==> config.mk <==
export PLATFORM = sky130hd
export DESIGN_NAME = obcd_option_decode
export DESIGN_NICKNAME = d
export VERILOG_FILES = /design/src/hw/obcd_pkg.sv /design/src/hw/obcd_option_decode.sv
export VERILOG_INCLUDE_DIRS = /design/src /design/src/hw
export SDC_FILE = /design/constraint.sdc
export NUM_CORES = 1
export LEC_CHECK = 0
export BUFFER_PORTS_ARGS = -buffer_cell sky130_fd_sc_hd__buf_2
export CAP_MARGIN = 25
export CORE_AREA = 2 2 73 75
export DETAILED_ROUTE_END_ITERATION = 10
export DIE_AREA = 0 0 75 77
export PLACE_DENSITY = 0.76
export SETUP_SLACK_MARGIN = 0.5
export SYNTH_ARGS = -nofsm -noshare
export SYNTH_HDL_FRONTEND = slang
export SYNTH_SLANG_ARGS = --single-unit
==> constraint.sdc <==
create_clock -name CLK -period 2.31 [get_ports CLK]
set_clock_uncertainty 0.2 [all_clocks]
set_input_delay 0.1155 -clock CLK [delete_from_list [all_inputs] [get_ports CLK]]
set_output_delay 0.1155 -clock CLK [all_outputs]
set_load 0.05 [all_outputs]
==> src/hw/obcd_map.svh <==
// offsets, field positions, reset values and timing counts of the option decoder
`ifndef OBCD_MAP_SVH
`define OBCD_MAP_SVH
`define OBCD_ADDR_STORE    4'h0
`define OBCD_ADDR_CMD      4'h4
`define OBCD_ADDR_STATUS   4'h8
`define OBCD_ADDR_ACTIVE   4'hc
`define OBCD_ERASED        8'hff
`define OBCD_BIT_HALT_RST  7
`define OBCD_BIT_WDG_TYPE  6
`define OBCD_BIT_CLK_SRC   5
`define OBCD_BIT_VD_HI     4
`define OBCD_BIT_VD_LO     3
`define OBCD_BIT_RST_DLY   2
`define OBCD_BIT_HALVER    1
`define OBCD_BIT_PROTECT   0
`define OBCD_CMD_ERASE     0
`define OBCD_VD_BOTH       2'h0
`define OBCD_VD_LOW_ONLY   2'h1
`define OBCD_VD_NONE       2'h2
`define OBCD_VD_ODD        2'h3
`define OBCD_DLY_LONG      13'h1000
`define OBCD_DLY_SHORT     13'h0100
`endif

==> src/hw/obcd_pkg.sv <==
// types shared by the option byte decoder
package obcd_pkg;
  typedef enum logic [1:0] {
    OBCD_LOAD  = 2'b00,
    OBCD_DELAY = 2'b01,
    OBCD_RUN   = 2'b10
  } obcd_phase_t;
  typedef enum logic [1:0] {
    OBCD_E_IDLE = 2'b00,
    OBCD_E_MEM  = 2'b01,
    OBCD_E_OPT  = 2'b10
  } obcd_erase_t;
  typedef logic [7:0] obcd_byte_t;
endpackage

==> src/hw/obcd_option_decode.sv <==
// option byte store, reset-phase sequencer and static configuration decode
//
// The implementer's own choices: the register offsets and the Wishbone register port.
`include "obcd_map.svh"

module obcd_option_decode (
  input  wire logic             CLK,
  input  wire logic             RST_B,
  input  wire logic [3:0]       WB_ADR_I,
  input  wire logic [7:0]       WB_DAT_I,
  input  wire logic             WB_WE_I,
  input  wire logic             WB_SEL_I,
  input  wire logic             WB_CYC_I,
  input  wire logic             WB_STB_I,
  output logic      [7:0]       WB_DAT_O,
  output logic                  WB_ACK_O,
  input  wire logic             PROG_MODE_PIN,
  input  wire logic             TEST_MODE_PIN,
  input  wire logic             HALT_ENTRY,
  input  wire logic             HALT_EXIT,
  input  wire logic             WDG_RUNNING,
  input  wire logic             MEM_ERASE_DONE,
  output logic                  MEM_ERASE_REQ,
  output logic                  CPU_RESET_HOLD,
  output logic                  HALT_WDG_RESET,
  output logic                  WDG_HW_ENABLE,
  output logic                  CLK_SEL_PLL,
  output logic                  LOW_SUPPLY_DETECTOR_EN,
  output logic                  AUX_SUPPLY_DETECTOR_EN,
  output logic                  INPUT_CLOCK_HALVER_EN,
  output logic                  USER_MEM_ACCESS_BLOCK,
  output obcd_pkg::obcd_byte_t  ACTIVE_OPTIONS
);
  import obcd_pkg::*;

  obcd_byte_t  store;
  obcd_byte_t  active;
  obcd_phase_t phase;
  obcd_erase_t erase_st;
  logic [12:0] dly_cnt;
  logic [12:0] dly_len;
  logic [12:0] next_dly_len;
  logic [1:0]  sync1;
  logic [1:0]  sync2;
  logic [1:0]  sync3;
  logic [1:0]  pin_level;
  logic        in_circuit_programming_mode;
  logic        test_mode;
  logic        bus_req;
  logic        bus_wr;
  logic        erase_cmd;

  // three-stage synchroniser, a change counts once stages two and three agree
  always_ff @(posedge CLK or negedge RST_B) begin
    if (!RST_B) begin
      sync1     <= 2'h0;
      sync2     <= 2'h0;
      sync3     <= 2'h0;
      pin_level <= 2'h0;
    end else begin
      sync1 <= {TEST_MODE_PIN, PROG_MODE_PIN};
      sync2 <= sync1;
      sync3 <= sync2;
      for (int i = 0; i < 2; i++) begin
        if (sync2[i] == sync3[i]) begin
          pin_level[i] <= sync3[i];
        end
      end
    end
  end

  assign in_circuit_programming_mode = pin_level[0];
  assign test_mode                   = pin_level[1];

  // classic wishbone slave, one wait state, ack dropped after one cycle
  assign bus_req   = WB_CYC_I && WB_STB_I && !WB_ACK_O;
  assign bus_wr    = bus_req && WB_WE_I && WB_SEL_I && in_circuit_programming_mode;
  assign erase_cmd = bus_wr && (WB_ADR_I == `OBCD_ADDR_CMD) && WB_DAT_I[`OBCD_CMD_ERASE];

  always_ff @(posedge CLK or negedge RST_B) begin
    if (!RST_B) begin
      WB_ACK_O <= 1'b0;
      WB_DAT_O <= 8'h00;
    end else begin
      WB_ACK_O <= bus_req;
      WB_DAT_O <= 8'h00;
      if (bus_req && in_circuit_programming_mode) begin
        unique case (WB_ADR_I)
          `OBCD_ADDR_STORE:  WB_DAT_O <= store;
          `OBCD_ADDR_STATUS: WB_DAT_O <= {4'h0, test_mode, MEM_ERASE_REQ,
                                          erase_st != OBCD_E_IDLE, phase == OBCD_RUN};
          `OBCD_ADDR_ACTIVE: WB_DAT_O <= active;
          default:           WB_DAT_O <= 8'h00;
        endcase
      end
    end
  end

  // non-volatile option store; erase wipes user memory first when protected
  always_ff @(posedge CLK or negedge RST_B) begin
    if (!RST_B) begin
      store    <= `OBCD_ERASED;
      erase_st <= OBCD_E_IDLE;
    end else begin
      unique case (erase_st)
        OBCD_E_IDLE: begin
          if (erase_cmd) begin
            erase_st <= store[`OBCD_BIT_PROTECT] ? OBCD_E_OPT : OBCD_E_MEM;
          end else if (bus_wr && WB_ADR_I == `OBCD_ADDR_STORE) begin
            store <= WB_DAT_I;
          end
        end
        OBCD_E_MEM: begin
          if (MEM_ERASE_DONE) begin
            erase_st <= OBCD_E_OPT;
          end
        end
        OBCD_E_OPT: begin
          store    <= `OBCD_ERASED;
          erase_st <= OBCD_E_IDLE;
        end
        default: erase_st <= OBCD_E_IDLE;
      endcase
    end
  end

  assign MEM_ERASE_REQ = (erase_st == OBCD_E_MEM);

  // loop clock forces the long delay whatever the delay bit says
  always_comb begin
    next_dly_len = `OBCD_DLY_LONG;
    if (store[`OBCD_BIT_RST_DLY] && store[`OBCD_BIT_CLK_SRC]) begin
      next_dly_len = `OBCD_DLY_SHORT;
    end
  end

  // reset phase: latch options, hold cpu for the chosen count, then run
  always_ff @(posedge CLK or negedge RST_B) begin
    if (!RST_B) begin
      phase   <= OBCD_LOAD;
      active  <= `OBCD_ERASED;
      dly_len <= `OBCD_DLY_LONG;
      dly_cnt <= 13'h0000;
    end else begin
      unique case (phase)
        OBCD_LOAD: begin
          active  <= store;
          dly_len <= next_dly_len;
          dly_cnt <= 13'h0001;
          phase   <= OBCD_DELAY;
        end
        OBCD_DELAY: begin
          if (dly_cnt == dly_len) begin
            phase <= OBCD_RUN;
          end else begin
            dly_cnt <= dly_cnt + 13'h0001;
          end
        end
        OBCD_RUN: begin
          if (HALT_EXIT) begin
            dly_cnt <= 13'h0001;
            phase   <= OBCD_DELAY;
          end
        end
        default: phase <= OBCD_LOAD;
      endcase
    end
  end

  assign CPU_RESET_HOLD = (phase != OBCD_RUN);
  assign ACTIVE_OPTIONS = active;

  // static decode of the latched options
  always_ff @(posedge CLK or negedge RST_B) begin
    if (!RST_B) begin
      WDG_HW_ENABLE          <= 1'b0;
      CLK_SEL_PLL            <= 1'b0;
      LOW_SUPPLY_DETECTOR_EN <= 1'b0;
      AUX_SUPPLY_DETECTOR_EN <= 1'b0;
      INPUT_CLOCK_HALVER_EN  <= 1'b0;
    end else if (phase == OBCD_LOAD) begin
      WDG_HW_ENABLE          <= !store[`OBCD_BIT_WDG_TYPE];
      CLK_SEL_PLL            <= !store[`OBCD_BIT_CLK_SRC];
      LOW_SUPPLY_DETECTOR_EN <= store[`OBCD_BIT_VD_HI:`OBCD_BIT_VD_LO] != `OBCD_VD_NONE;
      AUX_SUPPLY_DETECTOR_EN <= store[`OBCD_BIT_VD_HI:`OBCD_BIT_VD_LO] == `OBCD_VD_BOTH ||
                                store[`OBCD_BIT_VD_HI:`OBCD_BIT_VD_LO] == `OBCD_VD_ODD;
      INPUT_CLOCK_HALVER_EN  <= !store[`OBCD_BIT_HALVER];
    end
  end

  // halt entry with watchdog running and the latched halt-reset option bit set gives a one-cycle reset request
  always_ff @(posedge CLK or negedge RST_B) begin
    if (!RST_B) begin
      HALT_WDG_RESET <= 1'b0;
    end else begin
      HALT_WDG_RESET <= HALT_ENTRY && WDG_RUNNING && active[`OBCD_BIT_HALT_RST];
    end
  end

  always_ff @(posedge CLK or negedge RST_B) begin
    if (!RST_B) begin
      USER_MEM_ACCESS_BLOCK <= 1'b1;
    end else begin
      USER_MEM_ACCESS_BLOCK <= !active[`OBCD_BIT_PROTECT] &&
                               (in_circuit_programming_mode || test_mode);
    end
  end

  // helper: length of the last hold interval
  logic [12:0] hold_len;
  always_ff @(posedge CLK or negedge RST_B) begin
    if (!RST_B) begin
      hold_len <= 13'h0000;
    end else if (phase == OBCD_DELAY) begin
      hold_len <= hold_len + 13'h0001;
    end else if (phase == OBCD_RUN && HALT_EXIT) begin
      hold_len <= 13'h0000;
    end
  end
endmodule

== After elaboration in Yosys (flattened, before gate mapping) ==
Index checks and enable logic that the tools add are counted.

* Add/sub/neg operators: 1
* Eq/ne operators: 20
* Mux-type cells: 16
* Reduce and logical (&&, ||, !) cells: 31

{| class="wikitable"
|+ Operators with widths
! cell !! number
|-
| $mux 13 || 3
|-
| $pmux 13 s3 || 1
|-
| $mux 8 || 3
|-
| $pmux 8 s3 || 1
|-
| $ne 2x2->1 const B || 9
|-
| $pmux 8 s2 || 1
|-
| $add 13x1->13 const B || 1
|-
| $eq 13x13->1 || 1
|-
| $logic_and 1x1->1 || 13
|-
| $mux 2 || 5
|-
| $eq 4x4->1 const B || 2
|-
| $eq 2x2->1 const B || 3
|-
| $logic_not 2->1 || 3
|-
| $pmux 2 s3 || 1
|-
| $reduce_and 3->1 || 2
|-
| $logic_not 1->1 || 5
|-
| $eq 2x1->1 const B || 2
|-
| $eq 4x3->1 const B || 1
|-
| $logic_not 4->1 || 1
|-
| $pmux 2 s2 || 1
|-
| $reduce_and 2->1 || 2
|-
| $reduce_bool 2->1 || 2
|-
| $reduce_bool 3->1 || 1
|-
| $eq 1x1->1 || 2
|-
| $logic_or 1x1->1 || 2
|}

* Flip-flop bits (word level): 70
* Input bits: 24
* Word-level logic and storage cells: 88

== Longest topological paths before layout ==
* Depth after elaboration: 9
* Depth in mapped cells: 7

== Worst setup path after synthesis ==
No wires, ideal clock.

* Kind: register to register
* Start: reg dly_cnt[0]
* End: reg dly_cnt[0]
* Setup time: 0.125 ns
* Arrival time: 1.661 ns
* Slack: 0.324 ns
* Cell stages (with the launch flop): 8
* Path buffers: 0
* Clock period less this slack: 1.986 ns
* Path through: dfrtp_1 > inv_1 > ha_1 > nor4b_1 > nand4_1 > o21ai_2 > inv_2 > mux2_2

* Cells in the longest elaborated chain, start to end: 3
* Elaborated cells on any way between the ends: 6
* Those cells by class: add/sub (1); eq/ne (2); mux (2); reduce/logical (1)

{| class="wikitable"
|+ Ends and longest elaborated chain
! item !! line !! RTL
|-
| from (decl) || obcd_option_decode.sv:40 || <nowiki>logic [12:0] dly_cnt;</nowiki>
|-
| from (signal assigned) || obcd_option_decode.sv:156 || <nowiki>dly_cnt <= dly_cnt + 13'h0001;</nowiki>
|-
| $add 13x1->13 or $eq 13x13->1 (tied branches) || obcd_option_decode.sv:156, obcd_option_decode.sv:153 ||
|-
| $mux 13 or $ne 2x2->1 (tied branches) || - ||
|-
| $pmux 13 s3 or $reduce_and 3->1 (tied branches) || - ||
|}

Several ways; a longest one is shown, not always the timed one. The select of a mux whose other input is x is not followed.
A chain may end at the register's enable or synchronous reset.

== Final worst setup path ==
* Start: reg dly_cnt[7]
* End: reg dly_cnt[12]

Same word-level chain as after synthesis.

==> results.yml <==
status:
  outcome: "complete, no violations"
sta:
  fin_tns_setup_ns: 0
  fmax_ghz: 0.519
  setup_viol_count_final: 0
  grt_setup_unrepaired: "true"
  ratio_of_final_minimum_period_to_clock_period_pct: 83.4
  timing.final.crit_period_ns: 1.93
  hold_violations: 0
  worst-slew-pin-transition_ns: 0.728
  post-route-worst-setup-slack_ns: 0.384
  timing.max_slew.rel_slack_pct: 51.5
  final-max-slew-violation-count: 0
power_and_ir_drop:
  p_switching_w: 0.00134
  ir_worst_vdd_v: 0.000774
  power_switching_share_pct: 36.4
  clockPowerShare_pct: 26.7
  power.leakage_nw: 1.69
  seq_power_share_pct: 41.3
  power_frac_comb_pct: 32.0
  internal_power_w: 0.00235
  powerDensity_nw_per_um2: 998
yosys:
  netlist_area_um2: 2620
  synth.net_count: 279
  synth.yosys.warnings: 0
  syn_inst: 252
  synth_sequential_area_ratio_pct: 57.3
  syn-mean-instance-area_um2: 10.4
  synth.distinct_cells: 49
  dominantRegCellSynth: "dfrtp_1"
  share_of_flip_flops_with_an_asynchronous_set_or_reset_pct: 100
  number_of_flops_mapped_to_enable_cells_by_yosys: 0
  post_synthesis_cell_type_with_the_largest_combined_area: "dfrtp_1"
  post-synth-top-area-fraction_pct: 39.2
  largest_cells_by_area_after_synthesis: "dfrtp_1 39%, dfstp_2 18%, nand2_1 6.6%"
  flop_and_latch_count_out_of_synthesis: 59
clock_network:
  worst_setup_hold_path_clk_slew_ns: 0.07
  cts-root-to-sink-buffers: 2
  cts-htree-levels: 3
  cts_made_buffers: 9
  clock_sinks: 59
  worstSkewPairLatency_ns: 0.34
  clock_tree.root_cell: "clkbuf_8"
  cts_tree: "built"
grt:
  top_usage_layer: "met2"
  pin_count_of_the_biggest_net_entering_global_routing: 60
  groute.layer.met2.usage_pct: 37.3
  grt_use_met1_pct: 33.5
  grt_use_met3_pct: 7.62
  globalRouteTotalUtil_pct: 24.7
  vias_in_the_first_global_route: 2176
  overflow: 0
  first_pass_grt_wire_length_mm: 10.7
  grt_antenna_before_repair: 0
critical_path:
  endpoint_kind: "register"
  worst-path-max-fanout: 7
  arrival_ns: 1.94
  timing.critical_path.required_ns: 2.33
  launching_element_type_of_the_critical_path: "register"
  critical_setup_path_kind: "register to register"
floorplan:
  initial_utilization_pct: 52.5
  placement_rows: 26
  die_area_um2: 5780
  fp.coreArea_um2: 4980
  fp.dieW_um: 75
  design.portCount: 50
  dieHeight_um: 77
route:
  detail_route.iter0.violations: 198
  vias_per_cell: 5.50
  wl_per_cell_um: 16.4
  drt_pass1_iterations: 6
  drt_wl_total_mm: 6.95
  antenna_left: 0
  remaining_drc_errors: 0
  routed-via-count: 2327
placement:
  finalWeightedCongestion: 0.856
  place.detailed.hpwl_mm: 3.82
  preCtsSetupSlack_ns: 0.199
  io_buffer_count: 49
final_layout:
  fin_util_pct: 74.3
  commonest_non_fill_non_tap_cell_in_the_layout: "buf_2"
  final_nets: 375
  area.growth.synth_to_final_pct: 41.4
  layout-drive-gt1-share_pct: 39.9
  num_antenna_cells: 0
  commonest_cells_after_routing_fill_and_taps_aside: "49 x buf_2, 46 x nand2_1, 37 x dfrtp_1, 22 x dlygate4sd3_1, 19 x buf_4"
run:
  drv_cap: 0
hold_path:
  worst_hold_path_type: "input port to register"
==> power groups by stage <==
| stage | Combinational, W | Clock [W] | Sequential (W) |
|---|---|---|---|
| CTS | 0.00103 | 0.000993 | 0.00150 |
| detailed placement | 0.000859 | 0 | 0.00151 |
| finish | 0.00118 | 0.000985 | 0.00152 |
| global route | 0.00127 | 0.00105 | 0.00156 |
| global placement | 0.000846 | 0 | 0.00151 |
| floorplan | 0.000417 | 0 | 0.00171 |
==> per-stage QoR <==
| step | std cells | area (um^2) | total power (W) | hold slack (ns) |
|---|---|---|---|---|
| 6_report | 423 | 3700 | 0.00369 | 0.0419 |
| 5_1_grt | 423 | 3700 | 0.00388 | 0.0642 |
| 4_1_cts | 414 | 3530 | 0.00352 | 0.0209 |
| 3_5_place_dp | 363 | 2940 | 0.00237 | 0.0248 |
| 3_3_place_gp | 363 | 2940 | 0.00235 | 0.0241 |
| 2_1_floorplan | 252 | 2630 | 0.00213 | -0.380 |
==> routing by layer <==
metal	vias up	wire [um]
met5	-	0
met1	1133	2820
met2	103	3570
li1	1081	-
met4	0	101
met3	10	450
==> area by class of cell <==
class | instances | area (um^2)
Sequential cell | 59 | 1500
Multi-Input combinational cell | 173 | 1180
Fill cell | 340 | 1280
Inverter | 9 | 36.3
Tap cell | 70 | 87.6
Clock buffer | 12 | 165
Timing Repair Buffer | 96 | 676
Clock inverter | 4 | 47.5
==> cells in the mapped netlist, drive strengths merged (5+ instances only) <==
cell type,instances
a21oi,6
a31oi,5
clkbuf,9
dfrtp,41
dfstp,18
inv,9
nand2,46
nand2b,7
nand3,11
nor2,14
nor3,8
o21ai,14
o22a,8
==> state kept, by name, summed over array words and instances (netlist names), 2 cells and up <==
signal / flops
sync3: 2
pin_level: 2
WB_DAT_O: 8
dly_len: 2
phase: 2
ACTIVE_OPTIONS: 8
erase_st: 2
store: 8
dly_cnt: 13
sync2: 2
sync1: 2
==> timing repair <==
item                                   in CTS  in global routing
buffers inserted                           13                  9
resized for setup                          14                 19
gates cloned                                0                  0
endpoints found under the hold margin      61                  0
pin swaps                                   8                 17
hold buffers                               22                  0
setup endpoints to repair                  22                 22
==> cell families after synthesis <==
group	after synthesis	synth area share, %
muxes	5	2.06
adders and majority gates	5	2.20
DFF	59	57.3
AOI/OAI and AO/OA	51	13.6
and+or+nand+nor	109	20.7
buffers and inverters	20	3.06
xor gates and xnor gates	3	1.00
==> critical path, cell delays in order (launching register included) <==
cell	delay, ns
dfrtp_1	0.54
nand4_1	0.17
or4_4	0.52
o2111a_1	0.16
a211o_1	0.22
==> path summary, 6_finish.rpt <==
path / from / end / slack [ns] / cells past startpoint
worst max-delay path: dly_cnt[7] / dly_cnt[12] / 0.38 / 4
worst min-delay path: WB_WE_I / erase_st[0] / 0.04 / 5
min in group asynchronous: RST_B / dly_cnt[7] / 0.25 / 3
max in group asynchronous: RST_B / dly_cnt[4] / 1.12 / 3
worst min register to register: sync1[0] / sync2[0] / 0.15 / 0
worst max register to register: dly_cnt[7] / dly_cnt[12] / 0.38 / 4
Power figures use the tool's default switching activity.
